==> config.mk <==
export PLATFORM = sky130hd
export DESIGN_NAME = pier_top
export DESIGN_NICKNAME = d
export VERILOG_FILES = /design/src/include/pier_pkg.sv /design/src/core/pier_gate.sv /design/src/core/pier_sticky.sv /design/src/core/pier_top.sv
export SDC_FILE = /design/constraint.sdc
export NUM_CORES = 1
export LEC_CHECK = 0
export ABC_AREA = 1
export BUFFER_PORTS_ARGS = -buffer_cell sky130_fd_sc_hd__buf_2
export CORE_MARGIN = 4
export CORE_UTILIZATION = 55
export DETAILED_ROUTE_END_ITERATION = 16
export GPL_ROUTABILITY_DRIVEN = 0
export MAX_ROUTING_LAYER = met4
export PLACE_DENSITY = 0.81
export SYNTH_ARGS = -nofsm -noshare
export SYNTH_HDL_FRONTEND = slang
export SYNTH_HIERARCHICAL = 1
export SYNTH_SLANG_ARGS = --single-unit
==> constraint.sdc <==
create_clock -name clock -period 4.21 [get_ports clock]
set_input_delay 0.2105 -clock clock [delete_from_list [all_inputs] [get_ports clock]]
set_output_delay 0.2105 -clock clock [all_outputs]
set_load 0.05 [all_outputs]
==> src/include/pier_pkg.sv <==
/*
 * Shared constants and types for the peripheral interrupt enable block.
 * Assumes one 100 MHz clock and a word-aligned Avalon-MM register bus.
 */
package pier_pkg;

    // Register byte offsets
    localparam logic [4:0] PIER_OFF_EN_ONE   = 5'h00;
    localparam logic [4:0] PIER_OFF_EN_TWO   = 5'h04;
    localparam logic [4:0] PIER_OFF_EN_THREE = 5'h08;
    localparam logic [4:0] PIER_OFF_FLAGS    = 5'h0C;
    localparam logic [4:0] PIER_OFF_STATUS   = 5'h10;
    localparam logic [4:0] PIER_OFF_MASK     = 5'h14;

    // Widths
    localparam int unsigned PIER_ADDR_W = 5;
    localparam int unsigned PIER_DATA_W = 32;
    localparam int unsigned PIER_SRC_W  = 24;
    localparam int unsigned PIER_PINS   = 100;

    // Values after reset
    localparam logic [7:0]  PIER_EN_RESET  = 8'h00;
    localparam logic [23:0] PIER_EVT_RESET = 24'h000000;

    // Enable one: bit positions
    localparam int unsigned PIER_B1_CAPCOMP_ONE = 2;
    localparam int unsigned PIER_B1_TIMER_TWO   = 1;
    localparam int unsigned PIER_B1_TIMER_ONE   = 0;

    // Enable two: bit positions
    localparam int unsigned PIER_B2_OSC_FAIL    = 7;
    localparam int unsigned PIER_B2_COMPARATOR  = 6;
    localparam int unsigned PIER_B2_ETHERNET    = 5;
    localparam int unsigned PIER_B2_RESERVED    = 4;
    localparam int unsigned PIER_B2_COLL_ONE    = 3;
    localparam int unsigned PIER_B2_UNIMPL      = 2;
    localparam int unsigned PIER_B2_TIMER_THREE = 1;
    localparam int unsigned PIER_B2_CAPCOMP_TWO = 0;

    // Enable three: bit positions
    localparam int unsigned PIER_B3_SERIAL_TWO  = 7;
    localparam int unsigned PIER_B3_COLL_TWO    = 6;
    localparam int unsigned PIER_B3_ASYNC_RX    = 5;
    localparam int unsigned PIER_B3_ASYNC_TX    = 4;
    localparam int unsigned PIER_B3_TIMER_FOUR  = 3;
    localparam int unsigned PIER_B3_CAPCOMP_5   = 2;
    localparam int unsigned PIER_B3_CAPCOMP_4   = 1;
    localparam int unsigned PIER_B3_CAPCOMP_3   = 0;

    // Storage and gating masks
    localparam logic [7:0] PIER_WR_ONE   = 8'h07;
    localparam logic [7:0] PIER_WR_TWO   = 8'hFB;
    localparam logic [7:0] PIER_GATE_TWO = 8'hEB;
    localparam logic [7:0] PIER_WR_THREE = 8'hCF;
    localparam logic [7:0] PIER_PIN100   = 8'hC0;
    localparam logic [7:0] PIER_PIN80    = 8'h30;

    // One byte per enable register, same layout for flags and events
    typedef struct packed {
        logic [7:0] three;
        logic [7:0] two;
        logic [7:0] one;
    } pier_src_t;

endpackage

==> src/core/pier_gate.sv <==
/*
 * Per-source gating of request flags by enable bits, registered.
 * Assumes flags come from logic on the same clock.
 */
`timescale 1ns/10ps
module pier_gate #(
    parameter int unsigned WIDTH = 24
) (
    // Clock and reset
    input  wire logic             clock,
    input  wire logic             rst,
    // Flags and enables
    input  wire logic [WIDTH-1:0] flag,
    input  wire logic [WIDTH-1:0] enable,
    // Gated requests
    output logic      [WIDTH-1:0] req_ff
);

    // One flop per source, request only while flag and enable both set
    for (genvar i = 0; i < WIDTH; i++) begin : g_src
        always_ff @(posedge clock) begin
            if (rst) begin
                req_ff[i] <= 1'b0;
            end else begin
                req_ff[i] <= flag[i] & enable[i];
            end
        end
    end

endmodule

==> src/core/pier_sticky.sv <==
/*
 * Sticky event bits with write-one-to-clear; a set beats a clear.
 * Assumes set and clear are single-cycle strobes on the same clock.
 */
`timescale 1ns/10ps
module pier_sticky #(
    parameter int unsigned WIDTH = 24
) (
    // Clock and reset
    input  wire logic             clock,
    input  wire logic             rst,
    // Set and clear strobes
    input  wire logic [WIDTH-1:0] set,
    input  wire logic [WIDTH-1:0] clr,
    // Held status
    output logic      [WIDTH-1:0] status_ff
);

    // Set wins so an event in the clearing cycle is kept
    for (genvar i = 0; i < WIDTH; i++) begin : g_bit
        always_ff @(posedge clock) begin
            if (rst) begin
                status_ff[i] <= 1'b0;
            end else begin
                status_ff[i] <= set[i] | (status_ff[i] & ~clr[i]);
            end
        end
    end

endmodule

==> src/core/pier_top.sv <==
/*
 * Peripheral interrupt enable registers with per-source request gating,
 * an Avalon-MM slave with waitrequest, and a masked sticky event interrupt.
 * Assumes source flags are synchronous to clock and reset is synchronous.
 */
// The implementer's own choices: the register addresses and the Avalon-MM interface to the registers.
`timescale 1ns/10ps
module pier_top #(
    parameter int unsigned PINS = pier_pkg::PIER_PINS
) (
    // Clock and reset
    input  wire logic                  clock,
    input  wire logic                  rst,

    // Avalon-MM slave
    input  wire logic [4:0]            avs_address,
    input  wire logic                  avs_read,
    input  wire logic                  avs_write,
    input  wire logic [31:0]           avs_writedata,
    input  wire logic [3:0]            avs_byteenable,
    output logic      [31:0]           avs_readdata,
    output logic                       avs_waitrequest,

    // Peripheral flag sources
    input  wire pier_pkg::pier_src_t   src_flag,

    // Toward the core
    output pier_pkg::pier_src_t        core_req,
    output logic                       irq
);

    // Variant masks, fixed at elaboration
    localparam logic [7:0] VAR_100 =
        (PINS >= 100) ? pier_pkg::PIER_PIN100 : 8'h00;
    localparam logic [7:0] VAR_80 =
        (PINS >= 80) ? pier_pkg::PIER_PIN80 : 8'h00;

    // Writable bits per register
    localparam logic [7:0] WMASK_ONE =
        pier_pkg::PIER_WR_ONE;
    localparam logic [7:0] WMASK_TWO =
        pier_pkg::PIER_WR_TWO;
    localparam logic [7:0] WMASK_THREE =
        pier_pkg::PIER_WR_THREE & (VAR_100 | 8'h0F);

    // Bits that gate a real source
    localparam logic [7:0] GMASK_TWO =
        pier_pkg::PIER_GATE_TWO;
    localparam logic [7:0] GMASK_THREE =
        8'h0F | VAR_100 | VAR_80;

    // Register state
    logic [7:0]  en_one_ff;
    logic [7:0]  en_two_ff;
    logic [7:0]  en_three_ff;
    logic [23:0] evt_mask_ff;
    logic [31:0] rdata_ff;
    logic        wait_ff;
    logic        irq_ff;

    // Next values
    logic [7:0]  nxt_en_one;
    logic [7:0]  nxt_en_two;
    logic [7:0]  nxt_en_three;
    logic [23:0] nxt_evt_mask;
    logic [31:0] nxt_rdata;
    logic        nxt_wait;
    logic        nxt_irq;

    // Bus decode
    wire         req_any;
    wire         acc_now;
    wire         wr_now;
    wire         sel_one;
    wire         sel_two;
    wire         sel_three;
    wire         sel_flags;
    wire         sel_status;
    wire         sel_mask;
    wire [31:0]  be_bits;

    // Gating and events
    pier_pkg::pier_src_t en_eff;
    pier_pkg::pier_src_t req_ff;
    logic [23:0]         req_prev_ff;
    wire  [23:0]         evt_set;
    wire  [23:0]         evt_clr;
    wire  [23:0]         evt_status;
    wire  [23:0]         evt_pend;

    // Byte-lane expansion of byteenable
    assign be_bits = {
        {8{avs_byteenable[3]}},
        {8{avs_byteenable[2]}},
        {8{avs_byteenable[1]}},
        {8{avs_byteenable[0]}}
    };

    // A request is held until waitrequest is seen low
    assign req_any = avs_read | avs_write;
    assign acc_now = req_any & ~wait_ff;
    assign wr_now  = avs_write & ~wait_ff;

    // Address decode; anything else reads zero, writes drop
    assign sel_one    = (avs_address == pier_pkg::PIER_OFF_EN_ONE);
    assign sel_two    = (avs_address == pier_pkg::PIER_OFF_EN_TWO);
    assign sel_three  = (avs_address == pier_pkg::PIER_OFF_EN_THREE);
    assign sel_flags  = (avs_address == pier_pkg::PIER_OFF_FLAGS);
    assign sel_status = (avs_address == pier_pkg::PIER_OFF_STATUS);
    assign sel_mask   = (avs_address == pier_pkg::PIER_OFF_MASK);

    // Enable one: only the low three bits store
    always_comb begin
        nxt_en_one = en_one_ff;
        if (wr_now && sel_one && avs_byteenable[0]) begin
            nxt_en_one = avs_writedata[7:0] & WMASK_ONE;
        end
    end

    // Enable two: bit 2 never stores, bit 4 stores but gates nothing
    always_comb begin
        nxt_en_two = en_two_ff;
        if (wr_now && sel_two && avs_byteenable[0]) begin
            nxt_en_two = avs_writedata[7:0] & WMASK_TWO;
        end
    end

    // Enable three: async two bits are read-only, variant bits 7:6 absent below 100 pins
    always_comb begin
        nxt_en_three = en_three_ff;
        if (wr_now && sel_three && avs_byteenable[0]) begin
            nxt_en_three = avs_writedata[7:0] & WMASK_THREE;
        end
    end

    // Event mask, byte lanes honoured
    always_comb begin
        nxt_evt_mask = evt_mask_ff;
        if (wr_now && sel_mask) begin
            nxt_evt_mask = (avs_writedata[23:0] & be_bits[23:0])
                         | (evt_mask_ff & ~be_bits[23:0]);
        end
    end

    // Write-one-to-clear strobe for the event status
    assign evt_clr = (wr_now && sel_status) ?
                     (avs_writedata[23:0] & be_bits[23:0]) : 24'h000000;

    // Read mux, sampled on the edge that drops waitrequest
    always_comb begin
        nxt_rdata = rdata_ff;
        if (req_any && wait_ff && avs_read) begin
            nxt_rdata = 32'h00000000;
            if (sel_one) begin
                nxt_rdata[7:0] = en_one_ff;
            end
            if (sel_two) begin
                nxt_rdata[7:0] = en_two_ff;
            end
            if (sel_three) begin
                nxt_rdata[7:0] = en_three_ff;
            end
            if (sel_flags) begin
                nxt_rdata[23:0] = src_flag;
            end
            if (sel_status) begin
                nxt_rdata[23:0] = evt_status;
            end
            if (sel_mask) begin
                nxt_rdata[23:0] = evt_mask_ff;
            end
        end
    end

    // One wait cycle per access, then back high until the next request
    assign nxt_wait = ~(req_any & wait_ff);

    // Storage of the enables and the event mask
    always_ff @(posedge clock) begin
        if (rst) begin
            en_one_ff   <= pier_pkg::PIER_EN_RESET;
            en_two_ff   <= pier_pkg::PIER_EN_RESET;
            en_three_ff <= pier_pkg::PIER_EN_RESET;
            evt_mask_ff <= pier_pkg::PIER_EVT_RESET;
        end else begin
            en_one_ff   <= nxt_en_one;
            en_two_ff   <= nxt_en_two;
            en_three_ff <= nxt_en_three;
            evt_mask_ff <= nxt_evt_mask;
        end
    end

    // Bus handshake flops; waitrequest idles high
    always_ff @(posedge clock) begin
        if (rst) begin
            rdata_ff <= 32'h00000000;
            wait_ff  <= 1'b1;
        end else begin
            rdata_ff <= nxt_rdata;
            wait_ff  <= nxt_wait;
        end
    end

    // Effective enables: reserved and unimplemented bits never gate
    always_comb begin
        en_eff.one   = en_one_ff & WMASK_ONE;
        en_eff.two   = en_two_ff & GMASK_TWO;
        en_eff.three = en_three_ff & GMASK_THREE;
    end

    // Per-source gate; enable low blocks, enable high passes
    pier_gate #(
        .WIDTH (pier_pkg::PIER_SRC_W)
    ) u_gate (
        .clock  (clock),
        .rst    (rst),
        .flag   (src_flag),
        .enable (en_eff),
        .req_ff (req_ff)
    );

    // Previous requests for rise detection
    always_ff @(posedge clock) begin
        if (rst) begin
            req_prev_ff <= pier_pkg::PIER_EVT_RESET;
        end else begin
            req_prev_ff <= req_ff;
        end
    end

    // An event is a gated request that has just risen
    assign evt_set = req_ff & ~req_prev_ff;

    // Sticky event status, set wins over a same-cycle clear
    pier_sticky #(
        .WIDTH (pier_pkg::PIER_SRC_W)
    ) u_sticky (
        .clock     (clock),
        .rst       (rst),
        .set       (evt_set),
        .clr       (evt_clr),
        .status_ff (evt_status)
    );

    // Level interrupt while any unmasked event is pending
    assign evt_pend = evt_status & evt_mask_ff;
    assign nxt_irq  = |evt_pend;

    // Interrupt output flop; costs one cycle but keeps the pin glitch free
    always_ff @(posedge clock) begin
        if (rst) begin
            irq_ff <= 1'b0;
        end else begin
            irq_ff <= nxt_irq;
        end
    end

    // Outputs straight from flops
    assign avs_readdata    = rdata_ff;
    assign avs_waitrequest = wait_ff;
    assign core_req        = req_ff;
    assign irq             = irq_ff;

endmodule

======== Word level (Yosys, flattened, before mapping) ========
Cells that the tools add are included.
storage, ports and cells
  logic and storage cells ................. 171
  input bits .............................. 69
  output and inout port bits .............. 58
  register bits after elaboration ......... 127
cells by class
  reduce and logical (&&, ||, !) cells .... 12
  mux-type cells .......................... 7
  bitwise operators ....................... 99
  equality and inequality tests ........... 5
operators by type and width
  operator            count
  $and 24x24->24      4
  $mux 24             4
  $not 24->24         2
  $and 1x1->1         41
  $not 1->1           26
  $or 1x1->1          25
  $or 24x24->24       1
  $reduce_or 24->1    1
  $mux 8              2
  $eq 5x4->1 const B  2
  $eq 5x5->1 const B  2
  $logic_and 1x1->1   10
  $eq 5x3->1 const B  1
  $logic_not 5->1     1
  $mux 3              1

======== Logic depth before layout (Yosys ltp) ========
  depth after elaboration ................. 7
  gate-level depth with buffers ........... 10

======== Hierarchy ========
The synthesis kept the hierarchy.
by module, submodules not included
  module       area an instance (sq um)  cells an instance  sequential area each (sq um)  instances
  pier_top     4289.1                    661                1801.7                        1
  pier_sticky  893.4                     122                480.5                         1
  pier_gate    683.2                     74                 480.5                         1

======== Worst setup path after synthesis ========
No wires, ideal clock.
  kind .................................... reg2reg
  start point ............................. register wait_ff (netlist: avs_waitrequest)
  end point ............................... register rdata_ff[10] (netlist: avs_readdata[10])
  data required time ...................... 4.082 ns
  stages on the path, launching flop included .. 6
  setup time .............................. 0.128 ns
  setup slack ............................. 2.422 ns
  period minus slack after synthesis ...... 1.788 ns
  arrival ................................. 1.660 ns
  path buffers ............................ 2
  path through ............................ dfxtp_1 o21ai_0 nor2_1 clkbuf_1 clkbuf_1 a21oi_1
on the way
  cells in the longest elaborated chain, start to end .. 2
ends and longest elaborated chain
  what                             RTL line         source
  from (decl)                      pier_top.sv:58   logic wait_ff;
  from (signal assigned)           pier_top.sv:200  wait_ff <= nxt_wait;
  $logic_and 1x1->1 (2 in series)  pier_top.sv:152  if (req_any && wait_ff && avs_read) begin
  to (signal assigned)             pier_top.sv:199  rdata_ff <= nxt_rdata;
  to (decl)                        pier_top.sv:57   logic [31:0] rdata_ff;
Every way passes these cells.
A chain may end at the register's enable or synchronous reset.

==> impl_results.md <==
* Setup bufs post-CTS at 0
* IO Pins at 127
* Crit path kind: in -> reg
* Area contributors post-synth: dfxtp_1 (47%), nand2_1 (11%), nor2_1 (9.9%), inv_1 (8.9%), a21oi_1 (7.1%)
* Post-route setup slack at 2050 ps
* Sum Neg Setup Slack at 0 ps
* Min cycle time layout at 2160 ps
* Post-synth top area share at 0.471
* Final wirelength at about 16000 µm
* HP Class: in -> reg
* CTS Sinks at between 100 and 150
* PortBufs at between 100 and 150
* First-pass GRT wire length at between 20000 and 30000 µm
* Final Net Count at 1068
* Vias in the first global route at around 5400
* CORE AREA at 10400 µm²
* Worst Setup Start Kind: input port
* Reg2reg path depth at 5
* Power per cell area at 441 nW/µm²
* Ant diodes at 0
* CTS H-tree depth at 4
* HP Start: avs_writedata[0]
* Hold Crit Depth at 3
* Die Span X at 111 µm
* # DRC at 0
* Vias/cell at approximately 5
* WHS Endpoint: en_three_ff[0]
* Multi-input gate area at 2400 µm²
* Row cnt at 37
* Drt first pass iters at 5
* Post-DP HPWL at 10300 µm
* Worst reg-to-reg setup slack at 2150 ps
* Avg Cell Area, Syn at 6.84 µm²
* Root buf cell: clkbuf_8
* Register area share after synthesis at 0.471
* Status: finished clean
* Final hold violations at 0
* Netlist Area Pre-Place at roughly 6000 µm²
* Fillers at 838
* Achievable Freq at 462 MHz
* Max clock buf depth at 2
* GR Overflow Total at 0
* Wirelength per Cell at 13.8 µm
* Clk_lat worst skew at 530 ps
* Share of cells above drive strength 1 at 0.150
* Worst slack at placement at 1600 ps
* CP arrival at 2540 ps
* Ys Warns at 6
* Placed cell count at 1080
* Final worst path period share at 0.514
* Final Skew at 7.80 ps
* Clk slew on worst S/H paths at 60 ps
* FF-to-FF Start: avs_waitrequest
* Setup-failing EPs final at 0
* Min Hold Slack at 13.9 ps
* RSZ-0062 raised after global routing: false
* Synth area leader: dfxtp_1
* Worst slew margin at 0.347
* Worst Tran Pin Value at 979 ps
* Final ANT Viol Nets at 0
* All-Layer GR Usage at 0.265
* Die area at 12400 µm²
* Initial Util at 0.566
* Initial DRC Count at 605
* Vias at between 5000 and 6000
* Max cap viols at 0
* Pin count of the biggest net entering global routing at 70
* Required time of the worst setup path at roughly 4600 ps
* Synth Register Bits at 138
* VDD IR max at 0.297 mV
* CP Max Fanout at 23
* Total CTS buffers at 17
* Cell variety after synth at 26
* Static Leakage at 3.14 nW
* Slew Viols, Final at 0
* CP endpoint kind: flip-flop
* Sequential Area at 2760 µm²
* Height of the die at about 110 µm
* P&R area growth vs syn at 27.1%
* Initial antenna violation count at 0
* Non-Filler Instances at 1147
* Synthesized instance count at approximately 860
* CTS tree: yes
* FF-to-FF End: avs_readdata[22]
==> power by group <==
group	internal (W)	switching, W
clock	0.00109	0.000548
combinational	0.0000840	0.000208
sequential	0.00134	0.0000146
==> cell usage after synthesis (all sizes together) <==
cell type / n
o21ai: 63
nand2: 176
o211ai: 1
inv: 140
conb: 1
a21oi: 83
nand4: 20
a211oi: 1
a22o: 1
clkbuf: 19
o21bai: 2
nor3: 1
o22ai: 2
dfxtp: 138
or2: 2
buf: 23
nand3: 27
nor2: 157
==> cell type report <==
cell class              instances  area share
flip-flops and latches        138       0.371
clock inverters                12      0.0295
inverters                     140      0.0705
repair buffers                149       0.126
clock buffers                  19      0.0579
well taps                     136      0.0228
multi-input cells             553       0.323
==> per-stage QoR <==
stage	total power, W	instance area [µm²]	utilization
after global routing	0.00339	7450	0.719
after floorplan	0.00156	5930	-
final	0.00328	7450	0.719
after global placement	0.00164	6440	0.621
after CTS	0.00329	7450	0.719
after detailed placement	0.00164	6440	0.621
==> kinds of logic after synthesis <==
| kind of cell | after synthesis | synth area share |
|---|---|---|
| DFF | 138 | 0.471 |
| buffers and inverters | 182 | 0.130 |
| other | 1 | 0.000639 |
| AOI/OAI and AO/OA | 153 | 0.133 |
| and+or+nand+nor | 383 | 0.265 |
==> worst max-delay path: stages <==
cell     delay, ps
buf_2          100
nor2_2          90
buf_4          240
nand3_2        490
nor3_4         790
nand2_1        360
nand2_1        160
a21oi_1         80
==> what timing repair did <==
item                                   CTS  global route
endpoints found under the hold margin   38             0
resized for setup                        0             0
hold buffers                            36             0
==> per-layer routing <==
layer / vias up / track usage / wire (µm)
li1: 2915 / - / -
met1: 2565 / 0.330 / 6760
met2: 246 / 0.423 / 7460
met3: 37 / 0.0590 / 1210
met4: 0 / 0.0989 / 379
met5: - / - / 0
==> cell usage in the layout (no fill, tap or decap), types with 2 or more instances in the layout <==
cell type and count:
a21oi_1 83, buf_2 108, buf_4 5, bufinv_16 6, clkbuf_16 16, clkbuf_8 2, clkinv_2 3, conb_1 17
dfxtp_1 138, dlygate4sd3_1 36, inv_1 139, nand2_1 176, nand3_1 26, nand4_1 20, nor2_1 153, nor2_2 3
o21ai_0 58, o21ai_1 5, o21bai_1 2, o22ai_1 2, or2_2 2
==> worst max path at each step <==
| stage | to | slack [ps] | startpoint | depth (start not counted) |
|---|---|---|---|---|
| floorplan | avs_readdata[10] | 2420 | avs_waitrequest | 5 |
| global placement | flip-flop | 1640 | avs_address[1] | 8 |
| detailed placement | flip-flop | 1600 | avs_address[1] | 8 |
| CTS | flip-flop | 2100 | avs_address[1] | 8 |
| global route | flip-flop | 1910 | avs_address[1] | 8 |
| finish | flip-flop | 2050 | avs_address[1] | 8 |
Note: power is estimated with default switching activity, not from simulation.
